### src/core/pci_image_translate_cfg_gen_pkg.sv
package pci_image_translate_cfg_gen_pkg;

  // Register byte offsets.
  localparam logic [11:0] IMAGE0_TRANSLATION_ADDRESS_OFS = 12'h104;
  localparam logic [11:0] IMAGE1_TRANSLATION_ADDRESS_OFS = 12'h114;
  localparam logic [11:0] IMAGE2_TRANSLATION_ADDRESS_OFS = 12'h124;
  localparam logic [11:0] IMAGE3_TRANSLATION_ADDRESS_OFS = 12'h134;
  localparam logic [11:0] CONFIG_CYCLE_INFO_OFS = 12'h144;
  localparam logic [11:0] CONFIG_CYCLE_DATA_OFS = 12'h148;

  // Reset values.
  localparam logic [15:0] TRANSLATION_FIELD_RST = 16'h0000;
  localparam logic [6:0] MASTER_QUALIFY_RST = 7'h00;
  localparam logic [31:0] CONFIG_CYCLE_INFO_RST = 32'h0000_0000;

  // Translation address register layout.
  localparam int TRANSLATION_FIELD_LSB = 16;
  localparam int TRANSLATION_FIELD_W = 16;
  localparam int MASTER_QUALIFY_LSB = 1;
  localparam int MASTER_QUALIFY_W = 7;

  // Configuration cycle information layout.
  localparam int BUS_NUMBER_LSB = 16;
  localparam int BUS_NUMBER_W = 8;
  localparam int DEVICE_NUMBER_LSB = 11;
  localparam int DEVICE_NUMBER_W = 5;
  localparam int FUNCTION_NUMBER_LSB = 8;
  localparam int FUNCTION_NUMBER_W = 3;
  localparam int REGISTER_NUMBER_LSB = 2;
  localparam int REGISTER_NUMBER_W = 6;
  localparam int CYCLE_TYPE_BIT = 0;
  localparam logic [31:0] CONFIG_CYCLE_INFO_WMASK = 32'h00ff_fffd;

  // Address decode of an image.
  localparam int BLOCK_BASE_BIT = 16;
  localparam int IDSEL_LOW_BASE = 11;
  localparam int IDSEL_HIGH_BASE = 16;
  localparam logic [4:0] DEVICE_NUMBER_HIGH_FIRST = 5'h10;
  localparam logic [4:0] DEVICE_NUMBER_LAST = 5'h14;

  // Transaction sizes in bytes.
  localparam logic [3:0] MIN_READ_MEMORY = 4'h8;
  localparam logic [3:0] MIN_READ_MEM_IO = 4'h4;
  localparam logic [3:0] IO_MAX_BYTES = 4'h4;
  localparam logic [7:0] PREFETCH_BASE_BYTES = 8'h08;
  localparam logic [2:0] PREFETCH_AMOUNT_LAST = 3'h4;

  // Master numbers served by shared request and grant pairs.
  localparam logic [2:0] FIRST_SHARED_MASTER = 3'h5;

endpackage

### src/core/pci_image_translate_cfg_gen.sv
`timescale 1ns/10ps
// Summary of operation
// Block codes 1011..1111 give 128M..2G images, comparing AD31-27 down to AD31.
// Command mode counts only toward the other PCI bus; memory mode allows bursts.
// I/O mode issues I/O commands, 4 bytes at most, retry after each beat.
// Mode 0 reads 8 bytes min; mode 1 is I/O, or 4-byte memory read.
// Prefetch keep and prefetch amount apply only in memory command mode.
// Prefetch amount codes 000..100 fetch 8..128 bytes; 101..111 reserved.
// Translation enable substitutes upper address bits covered by the block size.
// Translation field may change mid-transaction; software holds all else steady.
// Each of seven master-select bits claims or rejects that master's cycles.
// Master decode applies only with arbiter enable and image decode enable set.
// Select bits 1..7 map to pairs 1..7; pairs 5..7 need primary assignment.
// Configuration info holds bus, device, function, register numbers and type.
// Type 1 puts the whole configuration info word on the address lines.
// Type 0 drives one IDSEL line from the device number, none above 10100.
// Type 0 drives function on 10:8, register on 7:2, zeros on 1:0.
// Single-bus variant omits configuration info; the location reads as reserved.
// Block codes 0000..1010 give 64k..64M images comparing AD31-16 to AD31-26.
// Data register write makes a posted config write; a read, a delayed read.
module pci_image_translate_cfg_gen #(
  parameter int NUM_IMAGES = 4,
  parameter bit SINGLE_BUS = 1'b0
) (
  input wire logic clk_i,
  input wire logic resetn_i,
  input wire logic ce_i,
  input wire logic reg_wr_i,
  input wire logic reg_rd_i,
  input wire logic [11:0] reg_addr_i,
  input wire logic [31:0] reg_wdata_i,
  output logic [31:0] reg_rdata_o,
  output logic reg_rvalid_o,
  input wire logic primary_arbiter_enable_i,
  input wire logic shared_pair5_assign_i,
  input wire logic shared_pair6_assign_i,
  input wire logic shared_pair7_assign_i,
  input wire logic dec_req_i,
  input wire logic [1:0] dec_image_i,
  input wire logic [31:0] dec_addr_i,
  input wire logic [2:0] dec_master_i,
  input wire logic [3:0] image_block_size_i,
  input wire logic dest_is_pci_i,
  input wire logic command_mode_i,
  input wire logic four_byte_read_i,
  input wire logic prefetch_keep_i,
  input wire logic [2:0] prefetch_amount_i,
  input wire logic translation_enable_i,
  input wire logic master_decode_enable_i,
  output logic dec_valid_o,
  output logic dec_claim_o,
  output logic [31:0] dec_addr_o,
  output logic dec_io_cmd_o,
  output logic dec_burst_ok_o,
  output logic [3:0] dec_min_read_o,
  output logic [3:0] dec_max_bytes_o,
  output logic dec_prefetch_keep_o,
  output logic [7:0] dec_prefetch_bytes_o,
  output logic dec_prefetch_reserved_o,
  output logic cfg_start_o,
  output logic cfg_write_o,
  output logic cfg_type1_o,
  output logic [31:0] cfg_addr_o
);

  generate
    if (NUM_IMAGES != 4) begin : g_bad_images
      $error("NUM_IMAGES must be 4 to match the register map.");
    end
  endgenerate

  typedef struct packed {
    logic [3:0][15:0] translation_field;
    logic [3:0][6:0] mqual;
    logic [31:0] conf;
    logic [31:0] rdata;
    logic rvalid;
    logic dvalid;
    logic claim;
    logic [31:0] daddr;
    logic io_cmd;
    logic burst_ok;
    logic [3:0] min_read;
    logic [3:0] max_bytes;
    logic pf_keep;
    logic [7:0] pf_bytes;
    logic pf_resv;
    logic cstart;
    logic cwrite;
    logic ctype1;
    logic [31:0] caddr;
  } state_t;

  state_t st_r;
  state_t st_nxt;
  logic [31:0] block_mask;
  logic [31:0] idsel;
  logic [4:0] target_device_number;
  logic [3:0] image_hit;
  logic cfg_info_hit;
  logic cfg_data_hit;

  assign target_device_number = st_r.conf[pci_image_translate_cfg_gen_pkg::DEVICE_NUMBER_LSB +:
                             pci_image_translate_cfg_gen_pkg::DEVICE_NUMBER_W];

  // Upper bits compared and translated, from AD31 down to AD16 plus the block code.
  genvar gi;
  generate
    for (gi = 0; gi < 32; gi++) begin : g_mask
      if (gi < pci_image_translate_cfg_gen_pkg::BLOCK_BASE_BIT) begin : g_low
        assign block_mask[gi] = 1'b0;
      end else begin : g_high
        assign block_mask[gi] = (5'(gi - pci_image_translate_cfg_gen_pkg::BLOCK_BASE_BIT)
                                 >= {1'b0, image_block_size_i});
      end
    end
  endgenerate

  // IDSEL pattern on lines 31:11: one-hot for devices up to 10100, all zero above.
  generate
    for (gi = 0; gi < 32; gi++) begin : g_idsel
      if (gi >= pci_image_translate_cfg_gen_pkg::IDSEL_HIGH_BASE) begin : g_hi
        assign idsel[gi] = (target_device_number ==
          5'(gi - pci_image_translate_cfg_gen_pkg::IDSEL_HIGH_BASE));
      end else if (gi >= pci_image_translate_cfg_gen_pkg::IDSEL_LOW_BASE) begin : g_lo
        assign idsel[gi] = (target_device_number == 5'(gi - pci_image_translate_cfg_gen_pkg::IDSEL_LOW_BASE
          + 16));
      end else begin : g_none
        assign idsel[gi] = 1'b0;
      end
    end
  endgenerate

  // Register address decode, one comparator per image.
  generate
    for (gi = 0; gi < 4; gi++) begin : g_image_hit
      assign image_hit[gi] = (reg_addr_i ==
        pci_image_translate_cfg_gen_pkg::IMAGE0_TRANSLATION_ADDRESS_OFS + 12'(16 * gi));
    end
  endgenerate

  // The configuration registers are absent in the single-bus variant.
  assign cfg_info_hit = !SINGLE_BUS &&
    (reg_addr_i == pci_image_translate_cfg_gen_pkg::CONFIG_CYCLE_INFO_OFS);
  assign cfg_data_hit = !SINGLE_BUS &&
    (reg_addr_i == pci_image_translate_cfg_gen_pkg::CONFIG_CYCLE_DATA_OFS);

  always_comb begin
    logic mem_mode;
    logic [15:0] translation_field_sel;
    logic [6:0] mq_sel;
    logic [31:0] sub_addr;
    logic qualified;
    logic pair_on_primary;
    logic [31:0] cfg_word;
    mem_mode = 1'b1;
    translation_field_sel = 16'h0000;
    mq_sel = 7'h00;
    sub_addr = 32'h0000_0000;
    qualified = 1'b1;
    pair_on_primary = 1'b1;
    cfg_word = 32'h0000_0000;
    st_nxt = st_r;
    st_nxt.rvalid = 1'b0;
    st_nxt.dvalid = 1'b0;
    st_nxt.cstart = 1'b0;

    // Register writes.
    if (reg_wr_i) begin
      for (int i = 0; i < 4; i++) begin
        if (image_hit[i]) begin
          st_nxt.translation_field[i] = reg_wdata_i[pci_image_translate_cfg_gen_pkg::TRANSLATION_FIELD_LSB +:
                                        pci_image_translate_cfg_gen_pkg::TRANSLATION_FIELD_W];
          st_nxt.mqual[i] = reg_wdata_i[pci_image_translate_cfg_gen_pkg::MASTER_QUALIFY_LSB +:
                                        pci_image_translate_cfg_gen_pkg::MASTER_QUALIFY_W];
        end
      end
      if (cfg_info_hit) begin
        st_nxt.conf = reg_wdata_i & pci_image_translate_cfg_gen_pkg::CONFIG_CYCLE_INFO_WMASK;
      end
    end

    // Register reads; unmapped and reserved locations read as zero.
    if (reg_rd_i) begin
      st_nxt.rvalid = 1'b1;
      st_nxt.rdata = 32'h0000_0000;
      for (int i = 0; i < 4; i++) begin
        if (image_hit[i]) begin
          st_nxt.rdata = {st_r.translation_field[i], 8'h00, st_r.mqual[i], 1'b0};
        end
      end
      if (cfg_info_hit) begin
        st_nxt.rdata = st_r.conf;
      end
    end

    // Configuration cycle address phase from the data register access.
    if ((reg_wr_i || reg_rd_i) && cfg_data_hit) begin
      if (st_r.conf[pci_image_translate_cfg_gen_pkg::CYCLE_TYPE_BIT]) begin
        cfg_word = st_r.conf;
      end else begin
        cfg_word = idsel;
        cfg_word[10:8] = st_r.conf[pci_image_translate_cfg_gen_pkg::FUNCTION_NUMBER_LSB +:
                                   pci_image_translate_cfg_gen_pkg::FUNCTION_NUMBER_W];
        cfg_word[7:2] = st_r.conf[pci_image_translate_cfg_gen_pkg::REGISTER_NUMBER_LSB +:
                                  pci_image_translate_cfg_gen_pkg::REGISTER_NUMBER_W];
        cfg_word[1:0] = 2'b00;
      end
      st_nxt.cstart = 1'b1;
      st_nxt.cwrite = reg_wr_i;
      st_nxt.ctype1 = st_r.conf[pci_image_translate_cfg_gen_pkg::CYCLE_TYPE_BIT];
      st_nxt.caddr = cfg_word;
    end

    // Image decode of a primary-bus cycle.
    if (dec_req_i) begin
      translation_field_sel = st_r.translation_field[dec_image_i];
      mq_sel = st_r.mqual[dec_image_i];
      mem_mode = !(dest_is_pci_i && command_mode_i);
      if (translation_enable_i) begin
        sub_addr = (dec_addr_i & ~block_mask) | ({translation_field_sel, 16'h0000} & block_mask);
      end else begin
        sub_addr = dec_addr_i;
      end
      if (dec_master_i >= pci_image_translate_cfg_gen_pkg::FIRST_SHARED_MASTER) begin
        pair_on_primary = (dec_master_i == 3'h5) ? shared_pair5_assign_i :
                          (dec_master_i == 3'h6) ? shared_pair6_assign_i :
                          shared_pair7_assign_i;
      end
      if (primary_arbiter_enable_i && master_decode_enable_i &&
          dec_master_i != 3'h0) begin
        qualified = mq_sel[dec_master_i - 3'h1] && pair_on_primary;
      end
      st_nxt.dvalid = 1'b1;
      st_nxt.claim = qualified;
      st_nxt.daddr = sub_addr;
      st_nxt.io_cmd = !mem_mode && !four_byte_read_i;
      st_nxt.burst_ok = mem_mode;
      st_nxt.max_bytes = mem_mode ? 4'h0 : pci_image_translate_cfg_gen_pkg::IO_MAX_BYTES;
      st_nxt.min_read = mem_mode ? pci_image_translate_cfg_gen_pkg::MIN_READ_MEMORY :
                        four_byte_read_i ? pci_image_translate_cfg_gen_pkg::MIN_READ_MEM_IO :
                        4'h0;
      st_nxt.pf_keep = mem_mode && prefetch_keep_i;
      st_nxt.pf_resv = mem_mode &&
                       prefetch_amount_i > pci_image_translate_cfg_gen_pkg::PREFETCH_AMOUNT_LAST;
      if (mem_mode && !st_nxt.pf_resv) begin
        st_nxt.pf_bytes = pci_image_translate_cfg_gen_pkg::PREFETCH_BASE_BYTES
                          << prefetch_amount_i;
      end else begin
        st_nxt.pf_bytes = 8'h00;
      end
    end
  end

  always_ff @(posedge clk_i) begin
    if (!resetn_i) begin
      for (int i = 0; i < 4; i++) begin
        st_r.translation_field[i] <= pci_image_translate_cfg_gen_pkg::TRANSLATION_FIELD_RST;
        st_r.mqual[i] <= pci_image_translate_cfg_gen_pkg::MASTER_QUALIFY_RST;
      end
      st_r.conf <= pci_image_translate_cfg_gen_pkg::CONFIG_CYCLE_INFO_RST;
      st_r.rdata <= 32'h0000_0000;
      st_r.rvalid <= 1'b0;
      st_r.dvalid <= 1'b0;
      st_r.claim <= 1'b0;
      st_r.daddr <= 32'h0000_0000;
      st_r.io_cmd <= 1'b0;
      st_r.burst_ok <= 1'b0;
      st_r.min_read <= 4'h0;
      st_r.max_bytes <= 4'h0;
      st_r.pf_keep <= 1'b0;
      st_r.pf_bytes <= 8'h00;
      st_r.pf_resv <= 1'b0;
      st_r.cstart <= 1'b0;
      st_r.cwrite <= 1'b0;
      st_r.ctype1 <= 1'b0;
      st_r.caddr <= 32'h0000_0000;
    end else if (ce_i) begin
      st_r <= st_nxt;
    end
  end

  assign reg_rdata_o = st_r.rdata;
  assign reg_rvalid_o = st_r.rvalid;
  assign dec_valid_o = st_r.dvalid;
  assign dec_claim_o = st_r.claim;
  assign dec_addr_o = st_r.daddr;
  assign dec_io_cmd_o = st_r.io_cmd;
  assign dec_burst_ok_o = st_r.burst_ok;
  assign dec_min_read_o = st_r.min_read;
  assign dec_max_bytes_o = st_r.max_bytes;
  assign dec_prefetch_keep_o = st_r.pf_keep;
  assign dec_prefetch_bytes_o = st_r.pf_bytes;
  assign dec_prefetch_reserved_o = st_r.pf_resv;
  assign cfg_start_o = st_r.cstart;
  assign cfg_write_o = st_r.cwrite;
  assign cfg_type1_o = st_r.ctype1;
  assign cfg_addr_o = st_r.caddr;

endmodule

### config.mk
export PLATFORM = sky130hd
export DESIGN_NAME = pci_image_translate_cfg_gen
export DESIGN_NICKNAME = d
export VERILOG_FILES = /design/src/core/pci_image_translate_cfg_gen_pkg.sv /design/src/core/pci_image_translate_cfg_gen.sv
export SDC_FILE = /design/constraint.sdc
export NUM_CORES = 1
export LEC_CHECK = 0
export BUFFER_PORTS_ARGS = -buffer_cell sky130_fd_sc_hd__buf_2
export CAP_MARGIN = 20
export CORE_ASPECT_RATIO = 1.2
export CORE_MARGIN = 2
export CORE_UTILIZATION = 59
export CTS_CLUSTER_DIAMETER = 100
export DETAILED_ROUTE_END_ITERATION = 8
export PLACE_DENSITY = 0.94
export REMOVE_ABC_BUFFERS = 1
export SYNTH_ARGS = -nofsm -noshare
export SYNTH_HDL_FRONTEND = slang
export SYNTH_SLANG_ARGS = --single-unit
### constraint.sdc
create_clock -name clk_i -period 3.7 [get_ports clk_i]
set_input_delay 0.37 -clock clk_i [delete_from_list [all_inputs] [get_ports clk_i]]
set_output_delay 0.37 -clock clk_i [all_outputs]
set_load 0.01 [all_outputs]
# After elaboration in Yosys (flattened, before gate mapping)
# Cells that the tools add are included.
# word_totals
ff_bits,237
inputBits,104
# op_classes
muxes,25
order_cmp,19
eq_ne,28
bitwise_logic,4
n_reduce_logical,23
addsub,1
n_shift,1
# op_table
operator,n
$mux W32,7
$eq A12 B9 Y1 const B,6
$and A32 B32 Y32,2
$mux W54,1
$eq A5 B4 Y1 const B,8
$mux W35,1
$bmux W16 S2,1
$not A32 Y32,1
$or A32 B32 Y32,1
$ge A4 B4 Y1 const A,7
$eq A5 B5 Y1 const B,5
$eq A5 B3 Y1 const B,4
$ge A3 B4 Y1 const A,4
$mux W16,1
$reduce_and A3 Y1,5
$bmux W7 S2,1
$eq A5 B2 Y1 const B,2
$logic_and A1 B1 Y1,9
$ge A1 B4 Y1 const A,2
$ge A2 B4 Y1 const A,2
$mux W8,1
$shl A4 B3 Y8 const A,1
$mux W1,7
$mux W7,1
15 further kinds,21

# Depth between registers and ports, before layout
# depth
word_depth,8
mapped_depth,8
ltp_nobuf,7

# Worst setup path after synthesis
# OpenSTA, ideal clock, no wires.
# synth_path
path_type,in2reg
from,input port reg_addr_i[4]
to,register st_r[134] (netlist name)
stages,7
slack_ps,1651
arrival_time_ps,1917
setup_time_ps,132
cell_sequence,or3b_1 -> or3b_1 -> or3_1 -> clkbuf_1 -> buf_2 -> nand2_1 -> a21oi_1
# synth_between
elab_chain_cells,2
# synth_lines
item,line,text
from (decl),pci_image_translate_cfg_gen.sv:30,"input wire logic [11:0] reg_addr_i,"
$eq A12 B9 Y1,pci_image_translate_cfg_gen.sv:144,(reg_addr_i == pci_image_translate_cfg_gen_pkg::CONFIG_CYCLE_INFO_OFS);
$reduce_and A3 Y1 (no line),--,
to (signal assigned),pci_image_translate_cfg_gen.sv:279,st_r <= st_nxt;
to (decl),pci_image_translate_cfg_gen.sv:94,state_t st_r;
# Every way passes these cells.
# A chain may end at the register's enable or synchronous reset.

# Worst setup path after layout
# layout_path
from,input port reg_addr_i[4]
to,register st_r[144] (netlist name)
# The elaborated chain is that of the path after synthesis.

==> flow_summary.yaml <==
worst_setup_path:
  crit_path_start_kind: "primary input"
  critical_path_required_ns: 4.06
  critPathCaptureType: "flip-flop"
  cpMostUsedCell: "or3b_1"
  arrival_ns: 2.75
  slowest_stage: "or3_1"
  max_stage_delay_ns: 0.80
  path_buf_inv: 1
  cpLargestDelayFamily: "simple AND/OR/NAND/NOR gates"
  critPathMaxFanout: 23
  critical_path_class: "primary input to flip-flop"
  crit_chain: "buf_2, or3b_1, or3b_1, or3_1, nand2_1, a21oi_1"
power:
  power_switching_share_pct: 23.6
  pwr_density_cell_nw_per_um2: 435
  p_seq_share_pct: 48.3
  fin_total_pwr_w: 0.00513
  vdd_ir_drop_max_mv: 0.300
  comb_power_share_pct: 7.4
  p_leak_nw: 4.64
  p_switching_w: 0.00121
  p_clk_share_pct: 44.4
  p_int_w: 0.00392
die:
  io_pins: 226
  fp.dieArea_um2: 19200
  coreArea_um2: 17600
  chipHeight_um: 151
  die_w_um: 127
  placementRows: 53
  initial_core_util_pct: 60.6
logic_synthesis:
  yosys_most_used_dff: "dfxtp_1"
  synth_warnings: 0
  synthArstFlopShare_pct: 0
  avgSynthCellArea_um2: 8.06
  yosysSeqAreaShare_pct: 42.3
  synthCells: 1327
  ys_types: 51
  ys_seq_elements: 226
  synth.cell_area_um2: 10700
  synth_top_area_share_pct: 42.3
  synth_edf_count: 0
  yosysTopAreaCell: "dfxtp_1"
  synthTopCellsByArea: "dfxtp_1, nand2_1, a21oi_1, buf_4, mux4_2"
clock_tree:
  clkTransAtPathRegs_ns: 0.06
  clockBufferDepth: 3
  h-tree-depth: 1
  cts-resized-gates: 0
  cts_tree: "built"
  cts_made_buffers: 22
  cts_setup_buffers: 0
  ctsHoldBuffers: 0
  clock_sinks: 226
  cts_root_buf: "clkbuf_16"
  clock_latency_ns: 0.51
cells_and_area:
  stdcell_count: 1619
  mostFrequentLayoutCell: "nand2_1"
  most-common-layout-cells: "nand2_1, dfxtp_1, buf_2"
  fillers: 1361
  drive_gt1_share_pct: 22.5
  final_nets: 1490
  area_growth_pct: 10.1
placed_design:
  placedCellCount: 1578
  dp_hpwl_um: 19600
  gp_congestion: 0.882
  portBuffers: 216
sta:
  fin_skew_ns: 0.00874
  rsz0062_at_grt: "no"
  final.min_clock_period_ns: 2.39
  setup_tns_ns: 0
  tightestPinTransition_ns: 1.14
  fmax_mhz: 418
  setup_viol: 0
  slew_headroom_pct: 24.3
  hold_viol_final: 0
  maxSlewViolCount: 0
  period_share_pct: 64.6
global_route:
  globalRouteMet3Util_pct: 5.62
  antenna_found_initial: 1
  grt_pass1_wl_um: 47700
  busiest_layer: "met2"
  grt-ovfl-total: 0
  grtUsageMet1_pct: 36.0
  met2_usage_pct: 52.0
  grt_usage_pct: 30.7
  grt_max_degree: 102
  grt_pass1_vias: 9797
job:
  maxCapViolCount: 0
outcome:
  outcome: "completed"
detailed_routing:
  vias: 10100
  drc: 0
  drt-total-wl_um: 30600
  via_per_inst: 6.22
  antenna_left: 0
  wl_per_cell_um: 18.9
  drt_pass1_iterations: 8
  first_iter_violations: 1281
hold_path:
  hold_class: "primary input to flip-flop"
## worst reg2reg max path, delay by kind of cell, from the launching register on
family / cells / cell delay (ns)
compound gates: 2 / 0.39
simple gates: 2 / 0.73
flops: 1 / 0.53
## final cells by class
| cell class | count | area, um^2 | share of cell area [%] |
|---|---|---|---|
| antenna | 1 | 2.50 | 0.0212 |
| clock inverter | 8 | 65.1 | 0.552 |
| timing repair buffer | 234 | 1240 | 10.5 |
| multi-input combinational | 887 | 4950 | 42.1 |
| sequential | 226 | 4520 | 38.4 |
| inverter | 11 | 46.3 | 0.393 |
| tap | 220 | 275 | 2.34 |
| clock buffer | 32 | 669 | 5.68 |
## synth_stat cells (6+ instances only)
library cell and count:
o22ai_1 16, a22o_1 6, buf_4 112, nand3_1 10
nor2_1 42, inv_1 10, a311oi_1 6, and2_1 8
a211oi_1 18, nand2_1 383, or3_1 9, a211o_1 14
buf_2 13, nor2b_1 16, mux2_2 7, mux4_2 22
o221ai_1 16, dfxtp_1 226, mux2i_1 22, a22oi_1 8
o21ai_0 27, a21oi_1 186, nor3_1 6, clkbuf_1 83
nand2b_1 8
## routing by layer
layer / part of all wire (%) / wire length (um) / vias up
met5: 0 / 0 / -
met3: 10 / 3140 / 189
li1: - / - / 4529
met1: 36 / 11100 / 4590
met4: 6.9 / 2100 / 0
met2: 47 / 14300 / 760
## power groups by stage
stage          clock network [W]  logic, W  registers (W)
6_report                 0.00228  0.000377        0.00247
5_1_grt                  0.00237  0.000404        0.00248
4_1_cts                  0.00228  0.000370        0.00247
3_5_place_dp                   0  0.000367        0.00253
3_3_place_gp                   0  0.000359        0.00253
2_1_floorplan                  0  0.000156        0.00254
## worst paths after layout
path,from,endpoint,slack (ns),cells past startpoint
min,dec_addr_i[1],dec_addr_o[1]$_SDFFE_PN0P_,0.1,3
max,reg_addr_i[4],st_r[144]$_SDFFE_PN0P_,1.31,6
min reg2reg,cfg_addr_o[2]$_SDFFE_PN0P_,cfg_addr_o[2]$_SDFFE_PN0P_,0.45,2
max reg2reg,st_r[122]$_SDFFE_PN0P_,cfg_addr_o[19]$_SDFFE_PN0P_,1.97,4
## flip-flops by register name, indices dropped and copies added, names as in the netlist
signal                   flops
dec_io_cmd_o                 1
cfg_write_o                  1
dec_valid_o                  1
dec_min_read_o               1
dec_max_bytes_o              1
st_r                       115
dec_prefetch_keep_o          1
dec_claim_o                  1
reg_rvalid_o                 1
dec_burst_ok_o               1
dec_addr_o                  32
dec_prefetch_bytes_o         5
cfg_start_o                  1
dec_prefetch_reserved_o      1
cfg_addr_o                  31
reg_rdata_o                 32
## cells by family (layout without fill, tap and decap cells)
group | after synthesis | after routing | share of synthesized area (%)
simple gates | 505 | 505 | 20.1
compound gates | 317 | 317 | 17.7
flops | 226 | 226 | 42.3
buf+inv | 222 | 285 | 11.9
mux | 51 | 51 | 7.43
fa+ha+maj | 4 | 4 | 0.468
other cells | 1 | 10 | 0.0351
xor+xnor | 1 | 1 | 0.0819
## stage by stage
stage	hold WS [ns]	cell area, um^2	util (%)	worst slack [ns]
detailed placement	0.440	11000	62.6	0.886
global placement	0.435	11000	62.6	0.937
global route	0.104	11800	66.8	1.24
finish	0.0980	11800	66.8	1.31
floorplan	0.437	9490	-	-0.722
CTS	0.0917	11800	66.8	1.38
(Power assumes the default switching activity.)
